**src/include/mhc_defs.vh**
```
// Register map, field positions and reset values of the card host register bank
`ifndef MHC_DEFS_VH
`define MHC_DEFS_VH

// ----------------------------------------------------------------------------
// Address width and register offsets
// ----------------------------------------------------------------------------
`define MHC_AW          12
`define MHC_OFF_CTRL    12'h000
`define MHC_OFF_MODE    12'h004
`define MHC_OFF_DTO     12'h008
`define MHC_OFF_CARD    12'h00c
`define MHC_OFF_ARG     12'h010
`define MHC_OFF_CMD     12'h014
`define MHC_OFF_BLK     12'h018
`define MHC_OFF_CSTO    12'h01c
`define MHC_OFF_RSP0    12'h020
`define MHC_OFF_RSP1    12'h024
`define MHC_OFF_RSP2    12'h028
`define MHC_OFF_RSP3    12'h02c
`define MHC_OFF_RXD     12'h030
`define MHC_OFF_TXD     12'h034
`define MHC_OFF_STAT    12'h040
`define MHC_OFF_IEN     12'h044
`define MHC_OFF_IDIS    12'h048
`define MHC_OFF_IMASK   12'h04c
`define MHC_OFF_DMA     12'h050
`define MHC_OFF_CFG     12'h054
`define MHC_OFF_WPMODE  12'h0e4
`define MHC_OFF_WPSTAT  12'h0e8

// ----------------------------------------------------------------------------
// Control register bits
// ----------------------------------------------------------------------------
`define MHC_CR_IFACE_ON   0
`define MHC_CR_IFACE_OFF  1
`define MHC_CR_PWS_ON     2
`define MHC_CR_PWS_OFF    3
`define MHC_CR_SRST       7

// ----------------------------------------------------------------------------
// Mode, timeout, card and block register fields
// ----------------------------------------------------------------------------
`define MHC_MR_DIV_LSB    0
`define MHC_MR_DIV_MSB    7
`define MHC_MR_PWS_LSB    8
`define MHC_MR_PWS_MSB    10
`define MHC_MR_RDGUARD    11
`define MHC_MR_WRGUARD    12
`define MHC_MR_FORCE_BYTE_MODE      13
`define MHC_MR_PAD_FILL_SELECT       14
`define MHC_MR_ODD        16
`define MHC_MR_MASK       32'h0001_7fff
`define MHC_DTO_CYC_LSB   0
`define MHC_DTO_CYC_MSB   3
`define MHC_DTO_MUL_LSB   4
`define MHC_DTO_MUL_MSB   6
`define MHC_DTO_MASK      32'h0000_007f
`define MHC_CARD_MASK     32'h0000_00c3
`define MHC_BLK_FB_MASK   32'hfffc_ffff

// ----------------------------------------------------------------------------
// Status and write-lock fields
// ----------------------------------------------------------------------------
`define MHC_SR_RST        32'h0000_c0e5
`define MHC_SR_DATA_TIMEOUT_ERROR       22
`define MHC_WPM_EN        0
`define MHC_WPS_VIOL      0
`define MHC_WPS_SRC_LSB   8
`define MHC_WPS_SRC_MSB   15
`define MHC_ZERO32        32'h0000_0000

`endif

```
**src/hdl/mhc_unused_placeholder_none.v**
```verilog
// Intentionally empty module list
`timescale 1ns/1ps

```
**src/hdl/mhc_clkgen.v**
```verilog
// Card clock divider with power-save prescaler and guard stall
`timescale 1ns/1ps
module mhc_clkgen (
  input  wire       hclk,
  input  wire       hresetn,
  input  wire       srst,
  input  wire       run,
  input  wire       stop,
  input  wire [8:0] div,
  input  wire       pws_on,
  input  wire [2:0] pws_div,
  output reg        card_clk_q
);

  // --------------------------------------------------------------------------
  // Ratio and prescale
  // --------------------------------------------------------------------------
  wire [9:0] ratio   = {1'b0, div} + 10'h002;
  wire [9:0] half    = {1'b0, ratio[9:1]};
  // Power save stretches every divider step to (2^p)+1 master cycles
  wire [7:0] pre_top = pws_on ? (8'h01 << pws_div) : 8'h00;
  reg  [7:0] pre_q;
  reg  [9:0] cnt_q;
  wire       tick    = (pre_q >= pre_top);
  wire       wrap    = (cnt_q >= ratio - 10'h001);
  wire [9:0] cnt_nx  = wrap ? 10'h000 : cnt_q + 10'h001;

  // --------------------------------------------------------------------------
  // Divider
  // --------------------------------------------------------------------------
  // Stall freezes the level rather than forcing low, so no runt pulse reaches the card
  always @(posedge hclk or negedge hresetn) begin
    if (!hresetn) begin
      pre_q      <= 8'h00;
      cnt_q      <= 10'h000;
      card_clk_q <= 1'b0;
    end else if (srst || !run) begin
      pre_q      <= 8'h00;
      cnt_q      <= 10'h000;
      card_clk_q <= 1'b0;
    end else if (!stop) begin
      pre_q <= tick ? 8'h00 : pre_q + 8'h01;
      if (tick) begin
        cnt_q      <= cnt_nx;
        card_clk_q <= (cnt_nx >= half);
      end
    end
  end

endmodule

```
**src/hdl/mhc_dtimer.v**
```verilog
// Data timeout counter between block transfers
`timescale 1ns/1ps
module mhc_dtimer #(
  parameter TMR_W = 24
) (
  input  wire       hclk,
  input  wire       hresetn,
  input  wire       srst,
  input  wire       active,
  input  wire       restart,
  input  wire [3:0] cyc,
  input  wire [2:0] mul,
  output reg        expire_q
);

  // --------------------------------------------------------------------------
  // Limit
  // --------------------------------------------------------------------------
  reg  [4:0]       sh;
  reg  [TMR_W-1:0] cnt_q;
  reg              done_q;
  wire [TMR_W-1:0] limit = {{(TMR_W-4){1'b0}}, cyc} << sh;

  always @* begin
    case (mul)
      3'h0:    sh = 5'h00;
      3'h1:    sh = 5'h04;
      3'h2:    sh = 5'h07;
      3'h3:    sh = 5'h08;
      3'h4:    sh = 5'h0a;
      3'h5:    sh = 5'h0c;
      3'h6:    sh = 5'h10;
      default: sh = 5'h14;
    endcase
  end

  // --------------------------------------------------------------------------
  // Counter
  // --------------------------------------------------------------------------
  // Fires once per gap; stays quiet until the next block or re-arm
  always @(posedge hclk or negedge hresetn) begin
    if (!hresetn) begin
      cnt_q    <= {TMR_W{1'b0}};
      done_q   <= 1'b0;
      expire_q <= 1'b0;
    end else if (srst || !active || restart) begin
      cnt_q    <= {TMR_W{1'b0}};
      done_q   <= 1'b0;
      expire_q <= 1'b0;
    end else if (!done_q && cnt_q >= limit) begin
      done_q   <= 1'b1;
      expire_q <= 1'b1;
    end else begin
      if (!done_q) begin
        cnt_q <= cnt_q + {{(TMR_W-1){1'b0}}, 1'b1};
      end
      expire_q <= 1'b0;
    end
  end

endmodule

```
**src/hdl/mhc_regs.v**
```verilog
// Card host configuration register bank with AHB-Lite slave
// Contract
// - Enable bit turns interface on unless disabled
// - Disable bit turns interface off
// - Power save on unless off also written
// - Soft reset bit resets whole controller
// - Card clock is master over divider plus two
// - Odd bit is divider least significant bit
// - Power save divides further by 2^p plus one
// - Read guard stalls clock on full FIFO
// - Write guard stalls clock on FIFO condition
// - Force byte allows non-multiple-of-four blocks
// - Pad select gives fill 0x00 or 0xff
// - Protected registers writable only when unlocked
// - Timeout is cycles times multiplier
// - Multiplier code selects one of eight factors
// - Expired timeout sets status error flag
// - Response readable repeated or at consecutive words
// - Locked write sets violation, source; read clears
`include "mhc_defs.vh"
`timescale 1ns/1ps
module mhc_regs #(
  parameter TMR_W = 24
) (
  input  wire                hclk,
  input  wire                hresetn,
  input  wire                hsel,
  input  wire [`MHC_AW-1:0]  haddr,
  input  wire [1:0]          htrans,
  input  wire                hwrite,
  input  wire [2:0]          hsize,
  input  wire [31:0]         hwdata,
  input  wire                hready,
  output reg  [31:0]         hrdata,
  output reg                 hreadyout,
  output reg                 hresp,
  input  wire                xfer_read,
  input  wire                xfer_write,
  input  wire                fifo_full,
  input  wire                block_done,
  input  wire                rsp_load,
  input  wire [127:0]        rsp_data,
  output wire                card_clk,
  output reg                 iface_on_q,
  output reg                 powersave_on_q,
  output reg  [1:0]          card_slot_select_q,
  output reg  [1:0]          card_bus_width_q,
  output reg                 force_byte_mode_q,
  output reg  [7:0]          pad_byte_q,
  output reg                 data_timeout_error_q
);

  // --------------------------------------------------------------------------
  // Storage
  // --------------------------------------------------------------------------
  reg  [31:0]        mode_q;
  reg  [31:0]        dto_q;
  reg  [31:0]        card_q;
  reg  [31:0]        arg_q;
  reg  [31:0]        blk_q;
  reg  [31:0]        csto_q;
  reg  [31:0]        dma_q;
  reg  [31:0]        cfg_q;
  reg                write_lock_enable_q;
  reg                write_lock_violation_q;
  reg  [7:0]         viol_src_q;
  reg  [31:0]        rsp_q [0:3];
  reg  [1:0]         rsp_ptr_q;

  // --------------------------------------------------------------------------
  // Bus phases
  // --------------------------------------------------------------------------
  reg                wr_pend_q;
  reg  [`MHC_AW-1:0] wr_addr_q;
  reg  [31:0]        rd_d;
  wire               addr_ph = hsel && hready && htrans[1];
  wire               rd_req  = addr_ph && !hwrite;
  wire [`MHC_AW-1:0] rd_addr = {haddr[`MHC_AW-1:2], 2'b00};
  wire               wr_ph   = wr_pend_q;
  wire               rd_rsp0 = rd_req && (rd_addr == `MHC_OFF_RSP0);
  wire               rd_stat = rd_req && (rd_addr == `MHC_OFF_STAT);
  wire               rd_wps  = rd_req && (rd_addr == `MHC_OFF_WPSTAT);

  // Registers guarded by the write lock
  reg                prot_hit;
  always @* begin
    case (wr_addr_q)
      `MHC_OFF_MODE: prot_hit = 1'b1;
      `MHC_OFF_DTO:  prot_hit = 1'b1;
      `MHC_OFF_CARD: prot_hit = 1'b1;
      `MHC_OFF_CSTO: prot_hit = 1'b1;
      `MHC_OFF_DMA:  prot_hit = 1'b1;
      `MHC_OFF_CFG:  prot_hit = 1'b1;
      default:       prot_hit = 1'b0;
    endcase
  end

  wire wr_ok   = wr_ph && !(prot_hit && write_lock_enable_q);
  wire wr_viol = wr_ph && prot_hit && write_lock_enable_q;
  wire wr_ctrl = wr_ph && (wr_addr_q == `MHC_OFF_CTRL);
  // Soft reset acts in the data phase of its own write
  wire srst    = wr_ctrl && hwdata[`MHC_CR_SRST];

  // --------------------------------------------------------------------------
  // AHB-Lite handshake
  // --------------------------------------------------------------------------
  // Zero wait states; hsize ignored since only whole words are mapped
  always @(posedge hclk or negedge hresetn) begin
    if (!hresetn) begin
      wr_pend_q <= 1'b0;
      wr_addr_q <= {`MHC_AW{1'b0}};
      hreadyout <= 1'b1;
      hresp     <= 1'b0;
    end else begin
      hreadyout <= 1'b1;
      hresp     <= 1'b0;
      if (hready) begin
        wr_pend_q <= addr_ph && hwrite;
        wr_addr_q <= {haddr[`MHC_AW-1:2], 2'b00};
      end
    end
  end

  // --------------------------------------------------------------------------
  // Read data
  // --------------------------------------------------------------------------
  always @* begin
    case (rd_addr)
      `MHC_OFF_MODE:   rd_d = mode_q;
      `MHC_OFF_DTO:    rd_d = dto_q;
      `MHC_OFF_CARD:   rd_d = card_q;
      `MHC_OFF_ARG:    rd_d = arg_q;
      `MHC_OFF_BLK:    rd_d = blk_q;
      `MHC_OFF_CSTO:   rd_d = csto_q;
      `MHC_OFF_RSP0:   rd_d = rsp_q[rsp_ptr_q];
      `MHC_OFF_RSP1:   rd_d = rsp_q[rd_addr[3:2]];
      `MHC_OFF_RSP2:   rd_d = rsp_q[rd_addr[3:2]];
      `MHC_OFF_RSP3:   rd_d = rsp_q[rd_addr[3:2]];
      `MHC_OFF_STAT: begin
        rd_d = `MHC_SR_RST;
        rd_d[`MHC_SR_DATA_TIMEOUT_ERROR] = data_timeout_error_q;
      end
      `MHC_OFF_DMA:    rd_d = dma_q;
      `MHC_OFF_CFG:    rd_d = cfg_q;
      `MHC_OFF_WPMODE: begin
        rd_d = `MHC_ZERO32;
        rd_d[`MHC_WPM_EN] = write_lock_enable_q;
      end
      `MHC_OFF_WPSTAT: begin
        rd_d = `MHC_ZERO32;
        rd_d[`MHC_WPS_VIOL] = write_lock_violation_q;
        rd_d[`MHC_WPS_SRC_MSB:`MHC_WPS_SRC_LSB] = viol_src_q;
      end
      default:         rd_d = `MHC_ZERO32;
    endcase
  end

  always @(posedge hclk or negedge hresetn) begin
    if (!hresetn) begin
      hrdata <= `MHC_ZERO32;
    end else if (rd_req) begin
      hrdata <= rd_d;
    end
  end

  // --------------------------------------------------------------------------
  // Control register actions
  // --------------------------------------------------------------------------
  always @(posedge hclk or negedge hresetn) begin
    if (!hresetn) begin
      iface_on_q     <= 1'b0;
      powersave_on_q <= 1'b0;
    end else if (srst) begin
      iface_on_q     <= 1'b0;
      powersave_on_q <= 1'b0;
    end else if (wr_ctrl) begin
      if (hwdata[`MHC_CR_IFACE_OFF]) begin
        iface_on_q <= 1'b0;
      end else if (hwdata[`MHC_CR_IFACE_ON]) begin
        iface_on_q <= 1'b1;
      end
      // Divider of zero in power save is not rejected here
      if (hwdata[`MHC_CR_PWS_OFF]) begin
        powersave_on_q <= 1'b0;
      end else if (hwdata[`MHC_CR_PWS_ON]) begin
        powersave_on_q <= 1'b1;
      end
    end
  end

  // --------------------------------------------------------------------------
  // Configuration registers
  // --------------------------------------------------------------------------
  always @(posedge hclk or negedge hresetn) begin
    if (!hresetn) begin
      mode_q <= `MHC_ZERO32;
      dto_q  <= `MHC_ZERO32;
      card_q <= `MHC_ZERO32;
      arg_q  <= `MHC_ZERO32;
      blk_q  <= `MHC_ZERO32;
      csto_q <= `MHC_ZERO32;
      dma_q  <= `MHC_ZERO32;
      cfg_q  <= `MHC_ZERO32;
      write_lock_enable_q <= 1'b0;
    end else if (srst) begin
      mode_q <= `MHC_ZERO32;
      dto_q  <= `MHC_ZERO32;
      card_q <= `MHC_ZERO32;
      arg_q  <= `MHC_ZERO32;
      blk_q  <= `MHC_ZERO32;
      csto_q <= `MHC_ZERO32;
      dma_q  <= `MHC_ZERO32;
      cfg_q  <= `MHC_ZERO32;
      write_lock_enable_q <= 1'b0;
    end else if (wr_ok) begin
      case (wr_addr_q)
        `MHC_OFF_MODE:   mode_q <= hwdata & `MHC_MR_MASK;
        `MHC_OFF_DTO:    dto_q  <= hwdata & `MHC_DTO_MASK;
        `MHC_OFF_CARD:   card_q <= hwdata & `MHC_CARD_MASK;
        `MHC_OFF_ARG:    arg_q  <= hwdata;
        // Without byte mode the length stays a whole number of words
        `MHC_OFF_BLK:    blk_q  <= force_byte_mode_q ? hwdata : (hwdata & `MHC_BLK_FB_MASK);
        `MHC_OFF_CSTO:   csto_q <= hwdata;
        `MHC_OFF_DMA:    dma_q  <= hwdata;
        `MHC_OFF_CFG:    cfg_q  <= hwdata;
        `MHC_OFF_WPMODE: write_lock_enable_q <= hwdata[`MHC_WPM_EN];
        default: begin
        end
      endcase
    end
  end

  // --------------------------------------------------------------------------
  // Decoded mode outputs
  // --------------------------------------------------------------------------
  // Registered copies keep every top-level output on a flop
  always @(posedge hclk or negedge hresetn) begin
    if (!hresetn) begin
      force_byte_mode_q  <= 1'b0;
      pad_byte_q         <= 8'h00;
      card_slot_select_q <= 2'h0;
      card_bus_width_q   <= 2'h0;
    end else begin
      force_byte_mode_q  <= mode_q[`MHC_MR_FORCE_BYTE_MODE];
      pad_byte_q         <= mode_q[`MHC_MR_PAD_FILL_SELECT] ? 8'hff : 8'h00;
      card_slot_select_q <= card_q[1:0];
      card_bus_width_q   <= card_q[7:6];
    end
  end

  // --------------------------------------------------------------------------
  // Write-lock violation
  // --------------------------------------------------------------------------
  // A violation in the same cycle as the clearing read survives it
  always @(posedge hclk or negedge hresetn) begin
    if (!hresetn) begin
      write_lock_violation_q <= 1'b0;
      viol_src_q             <= 8'h00;
    end else if (srst) begin
      write_lock_violation_q <= 1'b0;
      viol_src_q             <= 8'h00;
    end else if (wr_viol) begin
      write_lock_violation_q <= 1'b1;
      viol_src_q             <= wr_addr_q[9:2];
    end else if (rd_wps) begin
      write_lock_violation_q <= 1'b0;
    end
  end

  // --------------------------------------------------------------------------
  // Response words
  // --------------------------------------------------------------------------
  genvar gi;
  generate
    for (gi = 0; gi < 4; gi = gi + 1) begin : g_rsp
      always @(posedge hclk or negedge hresetn) begin
        if (!hresetn) begin
          rsp_q[gi] <= `MHC_ZERO32;
        end else if (srst) begin
          rsp_q[gi] <= `MHC_ZERO32;
        end else if (rsp_load) begin
          rsp_q[gi] <= rsp_data[127-32*gi -: 32];
        end
      end
    end
  endgenerate

  // Repeated reads at the first word walk through the response
  always @(posedge hclk or negedge hresetn) begin
    if (!hresetn) begin
      rsp_ptr_q <= 2'h0;
    end else if (srst || rsp_load) begin
      rsp_ptr_q <= 2'h0;
    end else if (rd_rsp0) begin
      rsp_ptr_q <= rsp_ptr_q + 2'h1;
    end
  end

  // --------------------------------------------------------------------------
  // Card clock
  // --------------------------------------------------------------------------
  wire guard_stop = fifo_full &&
                    ((mode_q[`MHC_MR_RDGUARD] && xfer_read) ||
                     (mode_q[`MHC_MR_WRGUARD] && xfer_write));

  mhc_clkgen u_clk (
    .hclk       (hclk),
    .hresetn    (hresetn),
    .srst       (srst),
    .run        (iface_on_q),
    .stop       (guard_stop),
    .div        ({mode_q[`MHC_MR_DIV_MSB:`MHC_MR_DIV_LSB], mode_q[`MHC_MR_ODD]}),
    .pws_on     (powersave_on_q),
    .pws_div    (mode_q[`MHC_MR_PWS_MSB:`MHC_MR_PWS_LSB]),
    .card_clk_q (card_clk)
  );

  // --------------------------------------------------------------------------
  // Data timeout
  // --------------------------------------------------------------------------
  wire dto_expire;

  mhc_dtimer #(
    .TMR_W (TMR_W)
  ) u_dto (
    .hclk     (hclk),
    .hresetn  (hresetn),
    .srst     (srst),
    .active   (iface_on_q && (xfer_read || xfer_write)),
    .restart  (block_done),
    .cyc      (dto_q[`MHC_DTO_CYC_MSB:`MHC_DTO_CYC_LSB]),
    .mul      (dto_q[`MHC_DTO_MUL_MSB:`MHC_DTO_MUL_LSB]),
    .expire_q (dto_expire)
  );

  // Expiry wins over a clearing status read in the same cycle
  always @(posedge hclk or negedge hresetn) begin
    if (!hresetn) begin
      data_timeout_error_q <= 1'b0;
    end else if (srst) begin
      data_timeout_error_q <= 1'b0;
    end else if (dto_expire) begin
      data_timeout_error_q <= 1'b1;
    end else if (rd_stat) begin
      data_timeout_error_q <= 1'b0;
    end
  end

endmodule

```
**config.mk**
```make
export PLATFORM = sky130hd
export DESIGN_NAME = mhc_regs
export DESIGN_NICKNAME = d
export VERILOG_FILES = /design/src/hdl/mhc_unused_placeholder_none.v /design/src/hdl/mhc_clkgen.v /design/src/hdl/mhc_dtimer.v /design/src/hdl/mhc_regs.v
export VERILOG_INCLUDE_DIRS = /design/src /design/src/include
export SDC_FILE = /design/constraint.sdc
export NUM_CORES = 1
export LEC_CHECK = 0
export ABC_AREA = 1
export BUFFER_PORTS_ARGS = -buffer_cell sky130_fd_sc_hd__buf_2
export CORE_UTILIZATION = 28
export CTS_BUF_LIST = sky130_fd_sc_hd__clkbuf_16
export DETAILED_ROUTE_END_ITERATION = 8
export SYNTH_ARGS = -nofsm -noshare
export SYNTH_HDL_FRONTEND = slang
export SYNTH_SLANG_ARGS = --single-unit
```
**constraint.sdc**
```tcl
create_clock -name hclk -period 9.8 [get_ports hclk]
set_input_delay 1.47 -clock hclk [delete_from_list [all_inputs] [get_ports hclk]]
set_output_delay 1.47 -clock hclk [all_outputs]
set_load 0.005 [all_outputs]
```
## Yosys cells after proc, flatten, opt, wreduce, memory -nomap -nowiden

Cells that the tools add are included.

| word-level totals | value |
|---|---|
| output and inout bits | 51 |
| flip-flop bits (word level) | 500 |
| word-level logic and storage cells | 229 |
| input bits | 187 |

| cells by class | value |
|---|---|
| multiplexer cells | 82 |
| shift operators | 2 |
| $lt $le $gt $ge | 6 |
| reductions and logical operators | 66 |
| bitwise logic cells | 2 |
| equality and inequality tests | 33 |
| add/sub/neg operators | 6 |

Operators by type and width:

| kind | number |
|---|---|
| $mux W32 | 36 |
| $pmux W32 S13 | 1 |
| $bmux W32 S2 | 2 |
| $mux W24 | 3 |
| $eq A10 B3 Y1 const B | 6 |
| $mux W8 | 7 |
| $eq A10 B5 Y1 const B | 5 |
| $eq A10 B2 Y1 const B | 4 |
| $eq A10 B4 Y1 const B | 4 |
| $mux W10 | 4 |
| $pmux W5 S7 | 1 |
| $reduce_bool A2 Y1 | 16 |
| $eq A10 B6 Y1 const B | 3 |
| $reduce_and A2 Y1 | 13 |
| $mux W1 | 25 |
| $add A24 B1 Y24 const B | 1 |
| $ge A24 B24 Y1 | 1 |
| $shl A4 B5 Y24 | 1 |
| $eq A10 B1 Y1 const B | 2 |
| $logic_and A1 B1 Y1 | 18 |
| $mux W18 | 1 |
| $logic_not A12 Y1 | 1 |
| $reduce_bool A3 Y1 | 4 |
| $add A10 B1 Y10 const B | 1 |
| other kinds (21) | 37 |

## Logic depth before layout (Yosys ltp)

| logic depth | value |
|---|---|
| word-level depth | 8 |
| depth in mapped cells | 29 |
| mapped depth without buffers | 29 |

## Hierarchy

Synthesis repeated with hierarchy kept, for this count alone.

| second synthesis, totals | value |
|---|---|
| cell total of the unflattened synthesis | 3523 |
| area, all modules | 25016.5 µm² |

Modules (own cells, without submodules):

| module | instances | area an instance (µm²) | cells an instance | seq. area each (µm²) |
|---|---|---|---|---|
| mhc_regs | 1 | 20130.6 | 2778 | 9484.1 |
| mhc_dtimer | 1 | 2797.7 | 437 | 650.6 |
| mhc_clkgen | 1 | 2088.3 | 308 | 475.5 |

## Worst setup path before layout

No wires, ideal clock.

| path | value |
|---|---|
| path type | reg-to-reg |
| start | register mode_q[0] |
| end | register u_clk.card_clk_q |
| buffers on the path | 0 |
| arrival | 3.274 ns |
| library setup time | 0.126 ns |
| stages on the path, launching flop included | 25 |
| required time | 9.674 ns |
| clock period less this slack | 3.400 ns |
| path slack | 6.400 ns |
| cells stage by stage | dfrtp_1 ha_1 nand2_1 nor2_1 nand3_1 xor2_1 nand4_1 xnor2_1 ha_1 nand2_1 nor2_1 nand3b_1 nand3_1 nor2_1 ha_1 nand2_1 inv_1 a21oi_1 nand2_1 nand2_1 nand2_1 nand2_1 nand2_1 nand3_1 nand3_1 |

| between the ends | value |
|---|---|
| word-level cells in the longest chain between the ends | 8 |

Ends and longest elaborated chain:

| what | RTL line | source |
|---|---|---|
| from (decl) | mhc_regs.v:56 | `reg [31:0] mode_q;` |
| from (signal assigned) | mhc_regs.v:196 | `` mode_q <= `MHC_ZERO32; `` |
| from (signal assigned) | mhc_regs.v:206 | `` mode_q <= `MHC_ZERO32; `` |
| from (signal assigned) | mhc_regs.v:217 | `` `MHC_OFF_MODE: mode_q <= hwdata & `MHC_MR_MASK; `` |
| $add A9 B2 Y10 (*) | mhc_clkgen.v:18 | `wire [9:0] ratio = {1'b0, div} + 10'h002;` |
| $sub A10 B1 Y10 | mhc_clkgen.v:25 | `wire wrap = (cnt_q >= ratio - 10'h001);` |
| $ge A10 B10 Y1 | mhc_clkgen.v:25 |  |
| $mux W10 | mhc_clkgen.v:26 | `wire [9:0] cnt_nx = wrap ? 10'h000 : cnt_q + 10'h001;` |
| $ge A10 B9 Y1 (*) | mhc_clkgen.v:45 | `card_clk_q <= (cnt_nx >= half);` |
| $mux W1 (*) | mhc_clkgen.v:43 | `if (tick) begin` |
| $mux W1 (*) | mhc_clkgen.v:41 | `end else if (!stop) begin` |
| $mux W1 (*) | mhc_clkgen.v:37 | `end else if (srst \|\| !run) begin` |
| to (signal assigned) | mhc_clkgen.v:45 |  |
| to (decl) | mhc_clkgen.v:12 | `output reg card_clk_q` |

Mark *: on every way between the ends. The rest lies on a longest branch, timed or not. The select of a mux whose other input is x is not followed.
A chain may end at the register's enable or synchronous reset.

## Final worst setup path

| path | value |
|---|---|
| start | input port haddr[10] |
| end | register hrdata[3] |

| between the ends | value |
|---|---|
| word-level cells in the longest chain between the ends | 3 |
| elaborated cells on any way between the ends | 17 |
| those cells by class | eq/ne: 15; mux: 1; reduce/logical: 1 |

Ends and longest elaborated chain:

| what | RTL line | source |
|---|---|---|
| from (decl) | mhc_regs.v:28 | `` input wire [`MHC_AW-1:0] haddr, `` |
| $eq A10 B4 Y1 | mhc_regs.v:128 | `case (rd_addr)` |
| $reduce_or A3 Y1 (no line) | - |  |
| $pmux W32 S13 (*) | mhc_regs.v:128 |  |
| to (signal assigned) | mhc_regs.v:160 | `` hrdata <= `MHC_ZERO32; `` |
| to (signal assigned) | mhc_regs.v:162 | `hrdata <= rd_d;` |
| to (decl) | mhc_regs.v:34 | `output reg [31:0] hrdata,` |

Mark *: on every way between the ends. The rest lies on a longest branch, timed or not.

==> impl_metrics.py <==
metrics = {
    "timing": {
        "hold-worst-slack_ns": 0.433,
        "fmax_mhz": 232,
        "worst_pin_slew_ns": 1.20,
        "timing.final.crit_share": 0.439,
        "clock_skew_ns": 0.0264,
        "slew_headroom": 0.199,
        "setup_violations": 0,
        "slew_viol_final": 0,
        "rsz0062_at_grt": "false",
        "period_needed_ns": 4.31,
        "worst_slack_ns": 5.49,
        "hold_viol": 0,
        "setup_tns_ns": 0,
    },
    "cts": {
        "postCtsSetupBuffers": 0,
        "htreeDepth": 2,
        "clk_path_buf_depth": 3,
        "ctsHoldBuffers": 0,
        "cts_tree": "yes",
        "clock_latency_ns": 0.64,
        "post_cts_resized": 0,
        "cts_sinks": 424,
        "numCtsBuffers": 52,
        "clk_pin_slew_worst_paths_ns": 0.06,
        "root_buffer": "clkbuf_16",
    },
    "finish": {
        "syn_to_final_growth_pct": 13.8,
        "fin_area_um2": 28900,
        "nNetsFinal": 3967,
        "antennaDiodeCount": 0,
        "mostFrequentLayoutCell": "nand2_1",
        "final_cell_mix": "nand2_1 (1,342), inv_1 (432), dfrtp_1 (422)",
        "layout-drive-gt1-share": 0.116,
    },
    "logic_synthesis": {
        "yosys-top-cells-area": "dfrtp_1 (42%), nand2_1 (20%), inv_1 (6.3%), nand4_1 (5.1%), nand3_1 (4.3%)",
        "post-synth-top-area-cell": "dfrtp_1",
        "synth-seq-cells": 424,
        "seq_area_frac_synth": 0.418,
        "syn_avg_cell_area_um2": 7.02,
        "synthesis.instances": 3614,
        "synth_edf_count": 0,
        "ys.flop_type": "dfrtp_1",
        "netlist.area_leader.share": 0.418,
        "synth_fp_nets": 3858,
        "synth_cell_types": 44,
        "netlist_area_um2": 25400,
        "yosys_warnings": 0,
        "synth-async-reset-ratio": 1.00,
    },
    "route": {
        "ant_nets": 0,
        "via_per_inst": 4.89,
        "drt_iter0_drc": 2289,
        "routed_wl_mm": 87.9,
        "wl_per_cell_um": 17.8,
        "drt-pass1-iter-count": 6,
        "vias": 24200,
        "drc": 0,
    },
    "place": {
        "io_buffers": 229,
        "hpwl_mm": 60.4,
        "dpl_cell_area_um2": 27200,
        "post-place-ws_ns": 4.99,
        "gp_congestion": 0.914,
    },
    "critical_path": {
        "crit_chain": "buf_2 -> nor2_4 -> buf_4 -> inv_2 -> nor2_8 -> nand2_4 -> nor2_2 -> o21ai_1 -> nand2_1 -> nor2_1 -> nand2_1 -> nand2_1 -> nand2_1",
        "cp_slowest_cell": "nor2_4",
        "cp.required_ns": 10.37,
        "cp_slowest_stage_delay_ns": 0.69,
        "crit_path_end_kind": "flip-flop",
        "startpoint_type": "primary input",
        "crit_type": "primary input to flip-flop",
        "worstPathMaxFanout": 37,
        "path_common_cell": "nand2_1",
        "cp.arrival_ns": 4.87,
    },
    "floorplanning": {
        "die_area_um2": 91800,
        "core_area_um2": 89900,
        "die_width_um": 303,
        "die_h_um": 303,
        "rows": 110,
        "initial_core_util": 0.282,
        "pin_count": 238,
    },
    "pwr": {
        "ir_drop_uv": 111,
        "total_power_mw": 4.29,
        "cellLeakagePower_nw": 15.7,
        "power.density_nw_per_um2": 149,
    },
    "global_route": {
        "antenna_found_initial": 6,
        "grt_max_degree": 151,
        "grt_pass1_wl_mm": 137,
        "grtUsageTotal": 0.192,
        "grt_pass1_vias": 23000,
        "grt-ovfl-total": 0,
    },
    "status": {
        "status": "complete, no violations",
    },
    "flow_run": {
        "cap_violations": 0,
    },
    "min_path": {
        "hp-class": "flip-flop to flip-flop",
    },
}
per-stage QoR:
stage,utilization,instances
finish,0.321,4941
CTS,0.321,4941
floorplan,-,3614
global route,0.321,4941
global placement,0.303,4845
detailed placement,0.303,4845
worst paths after layout:
kind | start | to | slack, ns | cells after the start
max | haddr[10] | hrdata[3] | 5.49 | 13
min | mode_q[13] | force_byte_mode_q | 0.43 | 0
max reg2reg | mode_q[0] | u_clk.card_clk_q | 5.74 | 27
min reg2reg | mode_q[13] | force_byte_mode_q | 0.43 | 0
max in group asynchronous | hresetn | rsp_q[117] | 6.64 | 3
min in group asynchronous | hresetn | u_clk.card_clk_q | 0.87 | 1
state kept, by name, indices dropped and copies added, names as in the netlist, 2 cells and up:
name,count
csto_q,32
hrdata,32
dto_q,7
card_q,4
viol_src_q,8
u_clk.cnt_q,10
card_bus_width_q,2
dma_q,32
cfg_q,32
mode_q,16
u_clk.pre_q,8
card_slot_select_q,2
arg_q,32
wr_addr_q,10
rsp_ptr_q,2
u_dto.cnt_q,24
blk_q,32
rsp_q,128
cell families after synthesis:
family,Yosys count,share of synthesized area
other cells,2,0.000296
xor+xnor,33,0.0114
simple gates,2097,0.356
flops,424,0.418
buf+inv,641,0.107
compound gates,339,0.0701
fa+ha+maj,57,0.0281
mux,21,0.00932
report_power, final:
| part | switching [mW] | leakage [nW] | internal (mW) |
|---|---|---|---|
| clock network | 0.854 | 0.813 | 1.04 |
| logic | 0.363 | 9.37 | 0.163 |
| registers | 0.0493 | 5.54 | 1.83 |
critical path: cells and delay by family:
family	cells	cell delay (ns)
buffers and inverters	3	0.82
AO/OA/AOI/OAI	1	0.34
AND/OR/NAND/NOR	9	2.18
layer usage:
layer | up-vias | GRT usage | part of all wire
li1 | 11700 | - | -
met1 | 11500 | 0.259 | 0.44
met2 | 863 | 0.311 | 0.46
met3 | 160 | 0.0250 | 0.064
met4 | 0 | 0.0737 | 0.037
met5 | - | 0 | 0
Yosys cell counts, types with 4 or more instances:
library cell     n
nand2_1       1343
inv_1          427
dfrtp_1        424
nor2_1         248
nand3_1        217
nand4_1        207
o21ai_0        203
clkbuf_1        83
a21oi_1         71
buf_2           60
ha_1            57
o22ai_1         28
buf_4           22
mux2_2          21
o21ai_1         21
buf_6           19
xor2_1          18
nor3_1          16
buf_1           15
xnor2_1         15
nand3_2         14
inv_2           12
nand2_2         10
nor2_2           9
nor2_4           9
nand3b_1         7
a22oi_1          6
o21ai_2          6
nor3_4           4
cell type report:
type                            count  area [um^2]
Tap cell                         1176         1470
Timing Repair Buffer              255         1370
Clock buffer                       52         1300
Multi-Input combinational cell   2549        12100
Fill cell                        9797        61000
Sequential cell                   424        10600
Inverter                          441         1660
Clock inverter                     44          355
Note: power is estimated with default switching activity, not from simulation.
